`config.mk`:
```
export PLATFORM = sky130hd
export DESIGN_NAME = dsp_channel
export DESIGN_NICKNAME = d
export VERILOG_FILES = /design/src/rtl/dsp_pkg.sv /design/src/rtl/dsp_ptr.sv /design/src/rtl/dsp_channel.sv
export VERILOG_INCLUDE_DIRS = /design/src /design/src/rtl
export SDC_FILE = /design/constraint.sdc
export NUM_CORES = 1
export LEC_CHECK = 0
export ABC_AREA = 1
export BUFFER_PORTS_ARGS = -buffer_cell sky130_fd_sc_hd__buf_4
export CORE_ASPECT_RATIO = 1.1
export CORE_MARGIN = 2
export CORE_UTILIZATION = 25
export CTS_CLUSTER_SIZE = 40
export DETAILED_ROUTE_END_ITERATION = 8
export PLACE_DENSITY_LB_ADDON = 0.2
export RECOVER_POWER = 100
export SETUP_SLACK_MARGIN = 0.02
export SLEW_MARGIN = 25
export SYNTH_ARGS = -nofsm -noshare
export SYNTH_HDL_FRONTEND = slang
export SYNTH_SLANG_ARGS = --single-unit
```
`constraint.sdc`:
```
create_clock -name aclk -period 7.72 [get_ports aclk]
set_clock_uncertainty 0.15 [all_clocks]
set_input_delay 0.386 -clock aclk [delete_from_list [all_inputs] [get_ports aclk]]
set_output_delay 0.386 -clock aclk [all_outputs]
set_load 0.1 [all_outputs]
```
`src/rtl/dsp_regs.svh`:
```
`ifndef DSP_REGS_SVH
`define DSP_REGS_SVH
`define DSP_OFS_SRC_SIZE 8'h00
`define DSP_OFS_DST_SIZE 8'h04
`define DSP_OFS_SRC_PTR  8'h08
`define DSP_OFS_DST_PTR  8'h0C
`define DSP_OFS_CTRL     8'h10
`define DSP_OFS_STATUS   8'h14
`define DSP_OFS_CLEAR    8'h18
`define DSP_OFS_ENABLE   8'h1C
`define DSP_CTRL_PATTERN 0
`define DSP_CTRL_RESTART 1
`define DSP_ST_HALF      0
`define DSP_ST_DONE      1
`define DSP_ST_WIDTH     2
`define DSP_RST_SIZE     16'h0000
`define DSP_RESP_OKAY    2'h0
`define DSP_RESP_SLVERR  2'h2
`endif

```
`src/rtl/dsp_pkg.sv`:
```
package dsp_pkg;
	typedef logic [15:0] dsp_count_t;
	typedef enum logic [1:0]
	{
		DSP_IDLE = 2'h0,
		DSP_RESP = 2'h1
	} dsp_bus_e;
endpackage

```
`src/rtl/dsp_ptr.sv`:
```
`timescale 1ns/100ps
module dsp_ptr
	import dsp_pkg::*;
(
	input  wire logic       aclk,
	input  wire logic       aresetn,
	input  wire logic       clr,
	input  wire logic       step,
	input  wire logic [2:0] step_bytes,
	input  wire dsp_count_t limit,
	output dsp_count_t      ptr_reg,
	output logic            wrap
);
	logic [16:0] sum;
	always_comb
	begin
		sum = {1'b0, ptr_reg} + {14'h0000, step_bytes};
		// size zero treated as full 64K range
		wrap = step && (limit != 16'h0000) && (sum >= {1'b0, limit});
	end
	always_ff @(posedge aclk)
	begin
		if (!aresetn || clr)
			ptr_reg <= 16'h0000;
		else if (wrap)
			ptr_reg <= 16'h0000;
		else if (step)
			ptr_reg <= sum[15:0];
	end
endmodule

```
`src/rtl/dsp_channel.sv`:
```
// Added by the designer: the address map and the AXI4-Lite slave port.
`timescale 1ns/100ps
`include "dsp_regs.svh"
module dsp_channel
	import dsp_pkg::*;
(
	input  wire logic        aclk,
	input  wire logic        aresetn,
	input  wire logic [7:0]  s_axi_awaddr,
	input  wire logic        s_axi_awvalid,
	output logic             s_axi_awready,
	input  wire logic [31:0] s_axi_wdata,
	input  wire logic [3:0]  s_axi_wstrb,
	input  wire logic        s_axi_wvalid,
	output logic             s_axi_wready,
	output logic [1:0]       s_axi_bresp,
	output logic             s_axi_bvalid,
	input  wire logic        s_axi_bready,
	input  wire logic [7:0]  s_axi_araddr,
	input  wire logic        s_axi_arvalid,
	output logic             s_axi_arready,
	output logic [31:0]      s_axi_rdata,
	output logic [1:0]       s_axi_rresp,
	output logic             s_axi_rvalid,
	input  wire logic        s_axi_rready,
	input  wire logic        src_beat,
	input  wire logic [2:0]  src_beat_bytes,
	input  wire logic        dst_beat,
	input  wire logic [2:0]  dst_beat_bytes,
	input  wire logic        pattern_hit,
	output logic             pattern_mode_reg,
	output logic             dst_half_full_flag,
	output logic             block_done_flag,
	output logic             irq_reg
);
	dsp_count_t              src_buffer_length;
	dsp_count_t              dst_buffer_length;
	dsp_count_t              src_byte_index;
	dsp_count_t              dst_byte_index;
	logic [`DSP_ST_WIDTH-1:0] status_reg;
	logic [`DSP_ST_WIDTH-1:0] enable_reg;
	logic [`DSP_ST_WIDTH-1:0] clear_pulse;
	logic [`DSP_ST_WIDTH-1:0] event_set;
	logic [16:0]             total_reg;
	logic [16:0]             total_next;
	dsp_count_t              larger;
	logic                    restart;
	logic                    pattern_clear;
	logic                    src_wrap;
	logic                    dst_wrap;
	logic                    half_hit;
	logic                    done_hit;
	logic                    aw_held;
	logic                    w_held;
	logic [7:0]              aw_addr_reg;
	logic [31:0]             w_data_reg;
	logic [3:0]              w_strb_reg;
	logic                    do_write;
	logic [7:0]              wr_addr;
	logic [31:0]             wr_data;
	logic [3:0]              wr_strb;
	logic                    wr_hit;
	logic [31:0]             rd_word;
	logic                    rd_hit;
	dsp_bus_e                wstate;
	dsp_bus_e                rstate;

	// write channel: address and data in either order
	assign wr_addr  = aw_held ? aw_addr_reg : s_axi_awaddr;
	assign wr_data  = w_held ? w_data_reg : s_axi_wdata;
	assign wr_strb  = w_held ? w_strb_reg : s_axi_wstrb;
	assign do_write = (wstate == DSP_IDLE)
		&& (aw_held || s_axi_awvalid) && (w_held || s_axi_wvalid);

	always_ff @(posedge aclk)
	begin
		if (!aresetn)
		begin
			aw_held       <= 1'b0;
			w_held        <= 1'b0;
			aw_addr_reg   <= 8'h00;
			w_data_reg    <= 32'h00000000;
			w_strb_reg    <= 4'h0;
			s_axi_awready <= 1'b0;
			s_axi_wready  <= 1'b0;
			s_axi_bvalid  <= 1'b0;
			s_axi_bresp   <= `DSP_RESP_OKAY;
			wstate        <= DSP_IDLE;
		end
		else
		begin
			s_axi_awready <= 1'b0;
			s_axi_wready  <= 1'b0;
			case (wstate)
				DSP_IDLE:
				begin
					if (do_write)
					begin
						aw_held      <= 1'b0;
						w_held       <= 1'b0;
						s_axi_awready <= !aw_held;
						s_axi_wready  <= !w_held;
						s_axi_bvalid <= 1'b1;
						s_axi_bresp  <= wr_hit ? `DSP_RESP_OKAY
							: `DSP_RESP_SLVERR;
						wstate       <= DSP_RESP;
					end
					else if (s_axi_awvalid && !aw_held)
					begin
						aw_held       <= 1'b1;
						aw_addr_reg   <= s_axi_awaddr;
						s_axi_awready <= 1'b1;
					end
					else if (s_axi_wvalid && !w_held)
					begin
						w_held       <= 1'b1;
						w_data_reg   <= s_axi_wdata;
						w_strb_reg   <= s_axi_wstrb;
						s_axi_wready <= 1'b1;
					end
				end
				default:
				begin
					if (s_axi_bready)
					begin
						s_axi_bvalid <= 1'b0;
						wstate       <= DSP_IDLE;
					end
				end
			endcase
		end
	end

	always_comb
	begin
		wr_hit = 1'b1;
		if (wr_addr == `DSP_OFS_SRC_SIZE)
			wr_hit = 1'b1;
		else if (wr_addr == `DSP_OFS_DST_SIZE)
			wr_hit = 1'b1;
		else if (wr_addr == `DSP_OFS_CTRL)
			wr_hit = 1'b1;
		else if (wr_addr == `DSP_OFS_CLEAR)
			wr_hit = 1'b1;
		else if (wr_addr == `DSP_OFS_ENABLE)
			wr_hit = 1'b1;
		else if (wr_addr == `DSP_OFS_SRC_PTR || wr_addr == `DSP_OFS_DST_PTR
			|| wr_addr == `DSP_OFS_STATUS)
			wr_hit = 1'b1; // read-only: write ignored
		else
			wr_hit = 1'b0;
	end

	// sizes take low two byte lanes only
	always_ff @(posedge aclk)
	begin
		if (!aresetn)
		begin
			src_buffer_length <= `DSP_RST_SIZE;
			dst_buffer_length <= `DSP_RST_SIZE;
			pattern_mode_reg  <= 1'b0;
			enable_reg        <= '0;
		end
		else if (do_write)
		begin
			if (wr_addr == `DSP_OFS_SRC_SIZE)
			begin
				if (wr_strb[0])
					src_buffer_length[7:0] <= wr_data[7:0];
				if (wr_strb[1])
					src_buffer_length[15:8] <= wr_data[15:8];
			end
			else if (wr_addr == `DSP_OFS_DST_SIZE)
			begin
				if (wr_strb[0])
					dst_buffer_length[7:0] <= wr_data[7:0];
				if (wr_strb[1])
					dst_buffer_length[15:8] <= wr_data[15:8];
			end
			else if (wr_addr == `DSP_OFS_CTRL && wr_strb[0])
				pattern_mode_reg <= wr_data[`DSP_CTRL_PATTERN];
			else if (wr_addr == `DSP_OFS_ENABLE && wr_strb[0])
				enable_reg <= wr_data[`DSP_ST_WIDTH-1:0];
		end
	end

	assign restart = do_write && wr_addr == `DSP_OFS_CTRL && wr_strb[0]
		&& wr_data[`DSP_CTRL_RESTART];
	assign clear_pulse = (do_write && wr_addr == `DSP_OFS_CLEAR
		&& wr_strb[0]) ? wr_data[`DSP_ST_WIDTH-1:0] : '0;
	assign pattern_clear = pattern_mode_reg && pattern_hit;

	dsp_ptr u_src_ptr
	(
		.aclk       (aclk),
		.aresetn    (aresetn),
		.clr        (restart || pattern_clear),
		.step       (src_beat),
		.step_bytes (src_beat_bytes),
		.limit      (src_buffer_length),
		.ptr_reg    (src_byte_index),
		.wrap       (src_wrap)
	);

	dsp_ptr u_dst_ptr
	(
		.aclk       (aclk),
		.aresetn    (aresetn),
		.clr        (restart),
		.step       (dst_beat),
		.step_bytes (dst_beat_bytes),
		.limit      (dst_buffer_length),
		.ptr_reg    (dst_byte_index),
		.wrap       (dst_wrap)
	);

	// block progress counted on the side with the larger size
	always_comb
	begin
		larger = (src_buffer_length >= dst_buffer_length)
			? src_buffer_length : dst_buffer_length;
		total_next = total_reg;
		if (src_buffer_length >= dst_buffer_length ? src_beat : dst_beat)
			total_next = total_reg + {14'h0000,
				(src_buffer_length >= dst_buffer_length)
				? src_beat_bytes : dst_beat_bytes};
		done_hit = ((larger != 16'h0000) && (total_next >= {1'b0, larger})
			&& (total_reg < {1'b0, larger})) || pattern_clear;
		// compare the index after this beat against half the size
		half_hit = dst_beat && !dst_wrap
			&& (dst_byte_index + {13'h0000, dst_beat_bytes}
			== {1'b0, dst_buffer_length[15:1]});
	end

	always_ff @(posedge aclk)
	begin
		if (!aresetn || restart || done_hit)
			total_reg <= 17'h00000;
		else
			total_reg <= total_next;
	end

	assign event_set[`DSP_ST_HALF] = half_hit;
	assign event_set[`DSP_ST_DONE] = done_hit;

	// set wins over a clear in the same cycle
	always_ff @(posedge aclk)
	begin
		if (!aresetn)
			status_reg <= '0;
		else
			status_reg <= (status_reg & ~clear_pulse) | event_set;
	end

	always_ff @(posedge aclk)
	begin
		if (!aresetn)
		begin
			irq_reg            <= 1'b0;
			dst_half_full_flag <= 1'b0;
			block_done_flag    <= 1'b0;
		end
		else
		begin
			irq_reg <= |(((status_reg & ~clear_pulse) | event_set)
				& enable_reg);
			dst_half_full_flag <= half_hit | (status_reg[`DSP_ST_HALF]
				& ~clear_pulse[`DSP_ST_HALF]);
			block_done_flag <= done_hit | (status_reg[`DSP_ST_DONE]
				& ~clear_pulse[`DSP_ST_DONE]);
		end
	end

	// upper half of every register reads zero
	always_comb
	begin
		rd_word = 32'h00000000;
		rd_hit  = 1'b1;
		if (s_axi_araddr == `DSP_OFS_SRC_SIZE)
			rd_word = {16'h0000, src_buffer_length};
		else if (s_axi_araddr == `DSP_OFS_DST_SIZE)
			rd_word = {16'h0000, dst_buffer_length};
		else if (s_axi_araddr == `DSP_OFS_SRC_PTR)
			rd_word = {16'h0000, src_byte_index};
		else if (s_axi_araddr == `DSP_OFS_DST_PTR)
			rd_word = {16'h0000, dst_byte_index};
		else if (s_axi_araddr == `DSP_OFS_CTRL)
			rd_word = {31'h00000000, pattern_mode_reg};
		else if (s_axi_araddr == `DSP_OFS_STATUS)
			rd_word = {30'h00000000, status_reg};
		else if (s_axi_araddr == `DSP_OFS_ENABLE)
			rd_word = {30'h00000000, enable_reg};
		else if (s_axi_araddr == `DSP_OFS_CLEAR)
			rd_word = 32'h00000000;
		else
			rd_hit = 1'b0;
	end

	always_ff @(posedge aclk)
	begin
		if (!aresetn)
		begin
			s_axi_arready <= 1'b0;
			s_axi_rvalid  <= 1'b0;
			s_axi_rdata   <= 32'h00000000;
			s_axi_rresp   <= `DSP_RESP_OKAY;
			rstate        <= DSP_IDLE;
		end
		else
		begin
			s_axi_arready <= 1'b0;
			case (rstate)
				DSP_IDLE:
				begin
					if (s_axi_arvalid)
					begin
						s_axi_arready <= 1'b1;
						s_axi_rvalid  <= 1'b1;
						s_axi_rdata   <= rd_word;
						s_axi_rresp   <= rd_hit ? `DSP_RESP_OKAY
							: `DSP_RESP_SLVERR;
						rstate        <= DSP_RESP;
					end
				end
				default:
				begin
					if (s_axi_rready)
					begin
						s_axi_rvalid <= 1'b0;
						rstate       <= DSP_IDLE;
					end
				end
			endcase
		end
	end
endmodule

```
---- Yosys cells after proc, flatten, opt, wreduce, memory -nomap -nowiden ----
Index checks and enable logic that the tools add are counted.
word-level totals
  flip-flop bits (word level) ............. 162
  latch bits .............................. 0
  RAM bits ................................ 0
  memory bits (read-only) ................. 0
  output and inout bits ................... 45
  word-level logic and storage cells ...... 187
  memories ................................ 0
cells by class
  add/subtract/negate cells ............... 4
  $mul .................................... 0
  div/mod/pow operators ................... 0
  magnitude comparators ................... 5
  equality and inequality tests ........... 18
  shift-type cells ........................ 0
  muxes and demuxes ....................... 54
  bitwise operators ....................... 15
  reductions and logical operators ........ 63
operators by type and width
  kind                  number
  $mux W16              6
  $eq A8 B5 Y1 const B  8
  $ge A17 B16 Y1        3
  $reduce_bool A16 Y1   3
  $add A16 B3 Y17       2
  $eq A8 B4 Y1 const B  4
  $mux W1               32
  $mux W2               13
  $logic_and A1 B1 Y1   20
  $add A17 B3 Y17       1
  $lt A17 B16 Y1        1
  $mux W17              1
  $add A16 B3 Y16       1
  $eq A16 B15 Y1        1
  $eq A8 B3 Y1 const B  2
  $ge A16 B16 Y1        1
  $logic_not A8 Y1      2
  $reduce_and A4 Y1     4
  $reduce_and A2 Y1     7
  $reduce_and A3 Y1     4
  $logic_or A1 B1 Y1    9
  $mux W8               1
  $reduce_bool A2 Y1    4
  $not A1 Y1            7
  11 further kinds      22

---- Longest topological paths before layout ----
Gate-level depths: netlist (run 1).
  word-level depth ........................ 11
  mapped depth ............................ 38
  gate-level depth less buffers ........... 37

---- Modules after synthesis ----
A second synthesis (run 1) with hierarchy kept.
unflattened totals
  cell total of the unflattened synthesis .. 1542
  area total of the unflattened synthesis .. 10274.9 um^2
by module, submodules not included
  module               instances  cells each  area an instance (um^2)  seq. area each (um^2)
  dsp_channel          1          1052        7086.8                   2122.0
  dsp_ptr (u_dst_ptr)  1          248         1625.3                   320.3
  dsp_ptr (u_src_ptr)  1          242         1562.7                   320.3

---- Worst setup path before layout (run 1) ----
Ideal clock, no wire load.
  kind .................................... register to register
  start ................................... register dst_buffer_length[7]
  end ..................................... register total_reg[10]
  arrival time ............................ 4.628 ns
  required time ........................... 7.447 ns
  setup slack ............................. 2.819 ns
  stages on the path, launching flop included .. 38
  cells stage by stage .................... dfxtp_1 > inv_1 > ha_1 > nand2_1 > inv_2 > nand2_2 > nor2_1 > nor2_1 > nand2_1 > nand2_2 > nand2_4 > buf_6 > mux2_2 > ha_1 > fa_1 > a21oi_1 > nor2_1 > inv_1 > [2 not listed] > inv_1 > ha_1 > inv_1 > nor3_1 > nand3b_1 > nand4_1 > nand2_1 > nand2_1 > a21oi_1 > nand2_1 > nand2_1 > nand2_1 > nand2_1 > nand2_1 > nand2_2 > nand2_4 > buf_12 > nor2_4
between the ends
  longest elaborated chain between the ends .. 9
  elaborated cells between the ends (all ways) .. 13
  classes of those cells .................. add/sub (1); order compare (3); mux (4); reduce/logical (5)
ends and longest elaborated chain
  what                      RTL line                                RTL
  start: declaration        dsp_channel.sv:37                       dsp_count_t dst_buffer_length;
  start signal: assignment  dsp_channel.sv:160                      dst_buffer_length <= `DSP_RST_SIZE;
  start signal: assignment  dsp_channel.sv:176                      dst_buffer_length[7:0] <= wr_data[7:0];
  $ge A16 B16 Y1 (*)        dsp_channel.sv:223, dsp_channel.sv:225
  $mux W3                   dsp_channel.sv:226                      ? src_beat_bytes : dst_beat_bytes};
  $add A17 B3 Y17           dsp_channel.sv:224                      total_next = total_reg + {14'h0000,
  $mux W17 (*)              dsp_channel.sv:223                      if (src_buffer_length >= dst_buffer_length ? src_beat : dst_beat)
  net total_next[8]         dsp_channel.sv:45                       logic [16:0] total_next;
  $ge A17 B16 Y1 (*)        dsp_channel.sv:227                      done_hit = ((larger != 16'h0000) && (total_next >= {1'b0, larger})
  $logic_and A1 B1 Y1 (*)   dsp_channel.sv:227
  $logic_and A1 B1 Y1 (*)   dsp_channel.sv:228                      && (total_reg < {1'b0, larger})) || pattern_clear;
  $logic_or A1 B1 Y1 (*)    dsp_channel.sv:228
  $logic_or A1 B1 Y1 (*)    dsp_channel.sv:237                      if (!aresetn || restart || done_hit)
  end signal: assignment    dsp_channel.sv:240                      total_reg <= total_next;
  end: declaration          dsp_channel.sv:44                       logic [16:0] total_reg;
The timed path passes the listed nets; every way through them passes the cells marked *.
A chain may end at the register's enable or synchronous reset.

---- Worst setup path after layout (run 1) ----
  start ................................... register dst_buffer_length[5]
  end ..................................... register total_reg[15]
Same word-level chain as after synthesis.

==> results of run 1 <==
cell families after synthesis:
group | after synthesis | share of synthesized area (%)
buf+inv | 234 | 10.6
fa+ha+maj | 90 | 12.1
mux | 5 | 0.565
flops | 138 | 29.0
compound gates | 316 | 18.4
other cells | 1 | 0.0394
simple gates | 528 | 24.9
xor+xnor | 44 | 4.33
synthesized netlist by cell type, types with 3 or more instances:
cell,n
nand3_2,3
buf_6,3
o22ai_1,14
ha_1,87
nand3_1,42
a21oi_1,136
nand4_1,22
nor3_1,17
nor2_1,120
o21ai_2,14
a31oi_1,3
buf_2,3
nand2_1,268
o2111ai_1,3
clkbuf_1,33
o21ai_1,5
a211oi_1,12
xor2_1,41
or2_2,6
nor2_4,11
nand3b_1,4
nand2_4,3
nor4_1,13
inv_2,3
nand2_2,6
o21ai_0,112
buf_4,19
fa_1,3
mux2_2,3
nor2_2,5
inv_1,168
dfxtp_1,138
per-stage QoR:
stage	total power, mW	util, %	worst slack, ns
finish	2.07	28.9	1.60
global route	2.17	28.9	1.04
CTS	2.10	29.3	1.56
detailed placement	1.21	27.6	1.60
global placement	1.21	27.6	1.68
floorplan	1.11	-	2.82
cell type report:
cell class	count	area [µm²]
Fill cell	4176	26900
Multi-Input combinational cell	1001	5760
Sequential cell	138	2760
Inverter	173	649
Tap cell	500	626
Timing Repair Buffer	81	498
Clock buffer	17	425
Clock inverter	15	191
power breakdown:
| group | switching [mW] | internal, mW | total (mW) |
|---|---|---|---|
| Sequential | 0.0226 | 0.742 | 0.764 |
| Combinational | 0.294 | 0.129 | 0.422 |
| Clock | 0.369 | 0.514 | 0.884 |
| Total | 0.686 | 1.38 | 2.07 |
worst max-delay path by stage:
stage	slack (ns)	to	cells past startpoint	startpoint
after floorplan	2.82	total_reg[10]	37	dst_buffer_length[7]
after CTS	1.56	total_reg[16]	35	dst_buffer_length[4]
after global placement	1.68	total_reg[12]	35	dst_buffer_length[4]
after global routing	1.04	total_reg[10]	35	dst_buffer_length[5]
final	1.60	total_reg[15]	35	dst_buffer_length[5]
after detailed placement	1.60	total_reg[3]	35	dst_buffer_length[4]
layer usage:
metal,vias to the layer above,GRT usage (%),wire length [µm],share of wire [%]
li1,4591,-,-,-
met1,4156,21.2,14600,47
met2,217,26.3,14200,45
met3,37,3.24,1650,5.3
met4,0,5.69,850,2.7
met5,-,0,0,0
worst max-delay path: cells and delay by family, from the launching register on:
family	cells	cell delay, ns
AOI/OAI and AO/OA	2	0.29
DFF	1	0.50
and+or+nand+nor	22	2.49
buffers and inverters	5	0.55
xor gates and xnor gates	1	0.29
muxes	1	0.40
adders and majority gates	4	1.29
==> flow_metrics.env, run 1 <==
export IMPL_min_period_over_period_pct=79.3
export IMPL_rr_worst_depth=35
export IMPL_num_antenna_cells=0
export IMPL_max_stage_delay_ns=0.50
export IMPL_cts_buffer_depth=2
export IMPL_outcome="complete, but fails checks"
export IMPL_fin_setup_tns_ns=0
export IMPL_drtAntennaViolNets=0
export IMPL_crit_type="reg -> reg"
export IMPL_grt_pass1_vias=8577
export IMPL_holdWs_ns=0.0228
export IMPL_wl_per_cell_um=16.3
export IMPL_hold_depth=3
export IMPL_drive_gt1_share_pct=9.05
export IMPL_ctsResizeCount=0
export IMPL_drv_slew=68
export IMPL_numCtsBuffers=17
export IMPL_violations="capacitance limit, slew limit"
export IMPL_yosysWarnings=0
export IMPL_via_per_inst=4.68
export IMPL_leakage_nw=4.80
export IMPL_synth_edf_count=0
export IMPL_final_common_cell="nand2_1"
export IMPL_stdcell_count=1925
export IMPL_path_clk_slew_ns=0.07
export IMPL_power_density_nw_per_um2=190
export IMPL_required_ns=7.89
export IMPL_synth_top_cell_area_share_pct=29.0
export IMPL_grt_max_degree=68
export IMPL_post_route_min_period_ns=6.12
export IMPL_hpwl_um=24900
export IMPL_clock_latency_ns=0.45
export IMPL_peakVddDrop_mv=0.162
export IMPL_synthCells=1356
export IMPL_cp_common_cell="nand2_1"
export IMPL_synth_cell_types=57
export IMPL_row_count=75
export IMPL_die_area_um2=39700
export IMPL_chipHeight_um=209
export IMPL_vias=9001
export IMPL_setup_violations=0
export IMPL_h_tree_depth=4
export IMPL_slew_headroom_pct=-64.1
export IMPL_wl_um=31300
export IMPL_cts_tree="yes"
export IMPL_startpoint_type="register"
export IMPL_globalRouteOverflowTotal=0
export IMPL_fp_dieW_um=190
export IMPL_io_buffers=76
export IMPL_hold_violations=0
export IMPL_io_pins=113
export IMPL_max_freq_mhz=163
export IMPL_cts_hold_buf=1
export IMPL_place_gp_congestion=0.944
export IMPL_synth_top_area_cell="dfxtp_1"
export IMPL_hold_class="in -> reg"
export IMPL_synth_area_per_cell_um2=7.03
export IMPL_hp_start="s_axi_awaddr[1]"
export IMPL_final_net_count=1570
export IMPL_drc=0
export IMPL_ys_ff_latch=138
export IMPL_ys_flop_type="dfxtp_1"
export IMPL_holdPathEnd="aw_addr_reg[1]"
export IMPL_design_area_um2=10900
export IMPL_numClockSinks=138
export IMPL_post_place_cells=1892
export IMPL_firstDrtPassIters=7
export IMPL_cap_violations=1
export IMPL_area_growth_pct=14.5
export IMPL_synthArstFlopShare_pct=0
export IMPL_layout_common_cells="nand2_1 (271), inv_1 (169), dfxtp_1 (138)"
export IMPL_grt_pass1_wl_um=48900
export IMPL_cp_end_kind="register"
export IMPL_largest_register_ffs=17
export IMPL_ff2ff_setup_slack_ns=1.60
export IMPL_worstMarginPinSlew_ns=2.46
export IMPL_crit_arrival_ns=6.29
export IMPL_place_area_um2=10500
export IMPL_r2r_end="total_reg[15]"
export IMPL_synthesis_area_um2=9530
export IMPL_coreArea_um2=37800
export IMPL_yosysSeqAreaShare_pct=29.0
export IMPL_worstPathMaxFanout=40
export IMPL_postCtsSetupBuffers=0
export IMPL_drt_iter0_drc=477
export IMPL_rr_startpoint="dst_buffer_length[5]"
export IMPL_cp_slowest_cell="dfxtp_1"
export IMPL_synthTopCellsByArea="dfxtp_1 (29%), ha_1 (11%), nand2_1 (11%), a21oi_1 (7.1%), inv_1 (6.6%)"
export IMPL_clockRootBuffer="clkbuf_16"
export IMPL_rsz0062_at_grt="false"
export IMPL_start_util_pct=25.2
export IMPL_grt_use_total_pct=16.1
export IMPL_antenna_found_initial=0
Power figures use the tool's default switching activity.
==> run 2, diff against run 1 <==
--- a/config.mk
+++ b/config.mk
@@ -6,7 +6,7 @@
 export SDC_FILE = /design/constraint.sdc
 export NUM_CORES = 1
 export LEC_CHECK = 0
-export ABC_AREA = 1
+export ABC_AREA = 0
 export BUFFER_PORTS_ARGS = -buffer_cell sky130_fd_sc_hd__buf_4
 export CORE_ASPECT_RATIO = 1.1
 export CORE_MARGIN = 2
==> constraint.sdc (replaced) <==
create_clock -name aclk -period 5.55 [get_ports aclk]
set_clock_uncertainty 0.15 [all_clocks]
set_input_delay 0.2775 -clock aclk [delete_from_list [all_inputs] [get_ports aclk]]
set_output_delay 0.2775 -clock aclk [all_outputs]
set_load 0.1 [all_outputs]
==> run 2 against run 1 <==
Net effect:
- the flow still finishes with violations (capacitance limit, slew limit)
- register-to-register slack got worse by 1.3 ns
- sequential power increased by 41%
- via count decreased by 9.4%
- worst hold slack improved by 0.094 ns
- first-iteration DRC count decreased by 0.42%
- critical path type unchanged
- critical endpoint unchanged
- largest cell class unchanged
==> flow_metrics.env, run 2 <==
export IMPL_post_route_min_period_ns=5.26
export IMPL_cts_buffer_depth=2
export IMPL_layout_common_cells="dfxtp_1 (131), nor2_1 (121), buf_4 (106)"
export IMPL_hold_depth=4
export IMPL_start_util_pct=25.2
export IMPL_hold_class="in -> reg"
export IMPL_fp_dieW_um=188
export IMPL_startpoint_type="register"
export IMPL_ys_flop_type="dfxtp_1"
export IMPL_grt_use_total_pct=16.0
export IMPL_area_growth_pct=25.3
export IMPL_largest_register_ffs=17
export IMPL_wl_um=30700
export IMPL_vias=8157
export IMPL_multi_input_area_um2=6240
export IMPL_place_gp_congestion=0.898
export IMPL_num_antenna_cells=0
export IMPL_ff2ff_setup_slack_ns=0.29
export IMPL_hold_violations=0
export IMPL_post_place_cells=1666
export IMPL_hp_start="src_beat_bytes[0]"
export IMPL_synth_cell_types=70
export IMPL_ys_top_cells_by_count="dfxtp_1 (138), nor2_1 (122), nand2_1 (95)"
export IMPL_yosysWarnings=0
export IMPL_antenna_found_initial=0
export IMPL_chipHeight_um=206
export IMPL_drt_iter0_drc=475
export IMPL_ys_ff_latch=138
export IMPL_coreArea_um2=36900
export IMPL_drv_slew=32
export IMPL_final_common_cell="dfxtp_1"
export IMPL_r2r_end="total_reg[15]"
export IMPL_path_clk_slew_ns=0.07
export IMPL_postCtsSetupBuffers=0
export IMPL_grt_max_degree=74
export IMPL_clockRootBuffer="clkbuf_16"
export IMPL_synth_top_cell_area_share_pct=29.8
export IMPL_violations="capacitance limit, slew limit"
export IMPL_slew_headroom_pct=-15.5
export IMPL_grt_pass1_wl_um=46900
export IMPL_leakage_nw=4.97
export IMPL_synthArstFlopShare_pct=0
export IMPL_cp_end_kind="register"
export IMPL_firstDrtPassIters=5
export IMPL_stdcell_count=1730
export IMPL_power_density_nw_per_um2=252
export IMPL_place_area_um2=10700
export IMPL_row_count=74
export IMPL_drc=0
export IMPL_globalRouteOverflowTotal=0
export IMPL_pwr_share_seq_pct=36.9
export IMPL_p_comb_share_pct=25.3
export IMPL_synthesis_area_um2=9290
export IMPL_die_area_um2=38700
export IMPL_rr_startpoint="dst_buffer_length[4]"
export IMPL_fin_setup_tns_ns=0
export IMPL_crit_arrival_ns=5.49
export IMPL_grt_pass1_vias=7894
export IMPL_holdPathEnd="u_src_ptr.ptr_reg[0]"
export IMPL_wl_per_cell_um=17.8
export IMPL_min_period_over_period_pct=94.7
export IMPL_io_buffers=76
export IMPL_hpwl_um=23300
export IMPL_max_stage_delay_ns=0.49
export IMPL_drtAntennaViolNets=0
export IMPL_crit_buf_inv=4
export IMPL_synth_area_per_cell_um2=8.53
export IMPL_required_ns=5.78
export IMPL_yosysMostFrequentCell="dfxtp_1"
export IMPL_final_net_count=1381
export IMPL_worstPathMaxFanout=8
export IMPL_worstMarginPinSlew_ns=1.72
export IMPL_drive_gt1_share_pct=17.4
export IMPL_clock_latency_ns=0.45
export IMPL_numClockSinks=138
export IMPL_synthCells=1089
export IMPL_cap_violations=2
export IMPL_setup_violations=0
export IMPL_final_seq_area_um2=2770
export IMPL_fill_cells=4008
export IMPL_cts_tree="yes"
export IMPL_design_area_um2=11600
export IMPL_synthTopCellsByArea="dfxtp_1 (30%), ha_1 (12%), mux2i_1 (7.1%), xor2_1 (5.2%), nor2_1 (4.9%)"
export IMPL_yosysSeqAreaShare_pct=29.8
export IMPL_synth_edf_count=0
export IMPL_switching_share_pct=34.6
export IMPL_crit_family="compound AO/OA/AOI/OAI gates"
export IMPL_p_int_mw=1.92
export IMPL_numCtsBuffers=17
export IMPL_rr_worst_depth=26
export IMPL_power_switching_mw=1.01
export IMPL_h_tree_depth=4
export IMPL_max_freq_mhz=190
export IMPL_io_pins=113
export IMPL_clockPowerShare_pct=37.9
export IMPL_cp_slowest_cell="o41ai_4"
export IMPL_crit_type="reg -> reg"
export IMPL_via_per_inst=4.72
export IMPL_peakVddDrop_mv=0.213
export IMPL_outcome="complete, but fails checks"
export IMPL_synth_top_area_cell="dfxtp_1"
-- run 2: stage by stage --
| step | utilization (%) | worst slack, ns | power [mW] | hold slack, ns |
|---|---|---|---|---|
| floorplan | - | 0.129 | 1.63 | 0.228 |
| global placement | 28.9 | 0.00641 | 1.81 | 0.288 |
| detailed placement | 29.0 | 0.0169 | 1.82 | 0.293 |
| CTS | 31.4 | 0.0634 | 2.97 | 0.0434 |
| global route | 31.6 | -0.0115 | 3.10 | 0.130 |
| finish | 31.6 | 0.294 | 2.93 | 0.117 |
-- run 2: metal layers --
metal | vias to the layer above | global-route usage (%) | routed length, µm
met5 | - | 0 | 0
met4 | 0 | 6.19 | 754
met3 | 39 | 2.80 | 1110
met2 | 169 | 25.9 | 13900
met1 | 3833 | 21.3 | 15000
li1 | 4116 | - | -
-- run 2: logic make-up after synthesis --
| family | after synthesis | synth area share, % |
|---|---|---|
| AND/OR/NAND/NOR | 369 | 19.7 |
| flip-flops | 138 | 29.8 |
| buffers and inverters | 116 | 5.78 |
| other | 1 | 0.0404 |
| XOR/XNOR | 83 | 7.83 |
| AO/OA/AOI/OAI | 209 | 15.4 |
| adder cells (fa/ha/maj) | 90 | 12.4 |
| multiplexers | 83 | 9.18 |
-- run 2: power groups by stage --
stage	Sequential [mW]	Combinational [mW]	Clock, mW
final	1.08	0.740	1.11
after global routing	1.09	0.823	1.19
after global placement	1.10	0.712	0
after CTS	1.08	0.738	1.15
after detailed placement	1.10	0.712	0
after floorplan	1.13	0.502	0
-- run 2: worst reg2reg max path: cells and delay by family (launching register included) --
kind / cells / cell delay, ns
AOI/OAI and AO/OA: 8 / 1.64
xor gates and xnor gates: 1 / 0.14
adders and majority gates: 3 / 0.77
buffers and inverters: 4 / 0.54
DFF: 1 / 0.32
muxes: 1 / 0.34
and+or+nand+nor: 9 / 1.27
-- run 2: final cells by class --
type                    instances  area share, %
well taps                     494           5.31
clock inverters                15           1.17
inverters                      41           1.32
clock buffers                  17           3.66
flip-flops and latches        138           23.8
repair buffers                173           11.0
multi-input cells             852           53.7
-- run 2: timing repair --
item,CTS,global route
gates cloned,0,1
hold endpoints to repair,30,0
pin swaps,0,12
endpoints found under the setup margin,17,18
resized for setup,3,45
hold buffers,31,0
-- run 2: worst max path at each step --
stage / cells past startpoint / endpoint / start
after floorplan: 25 / total_reg[10] / dst_buffer_length[4]
after global placement: 25 / irq_reg / dst_buffer_length[13]
after detailed placement: 26 / total_reg[2] / dst_buffer_length[15]
after CTS: 26 / total_reg[2] / dst_buffer_length[15]
after global routing: 26 / total_reg[7] / dst_buffer_length[4]
final: 26 / total_reg[15] / dst_buffer_length[4]
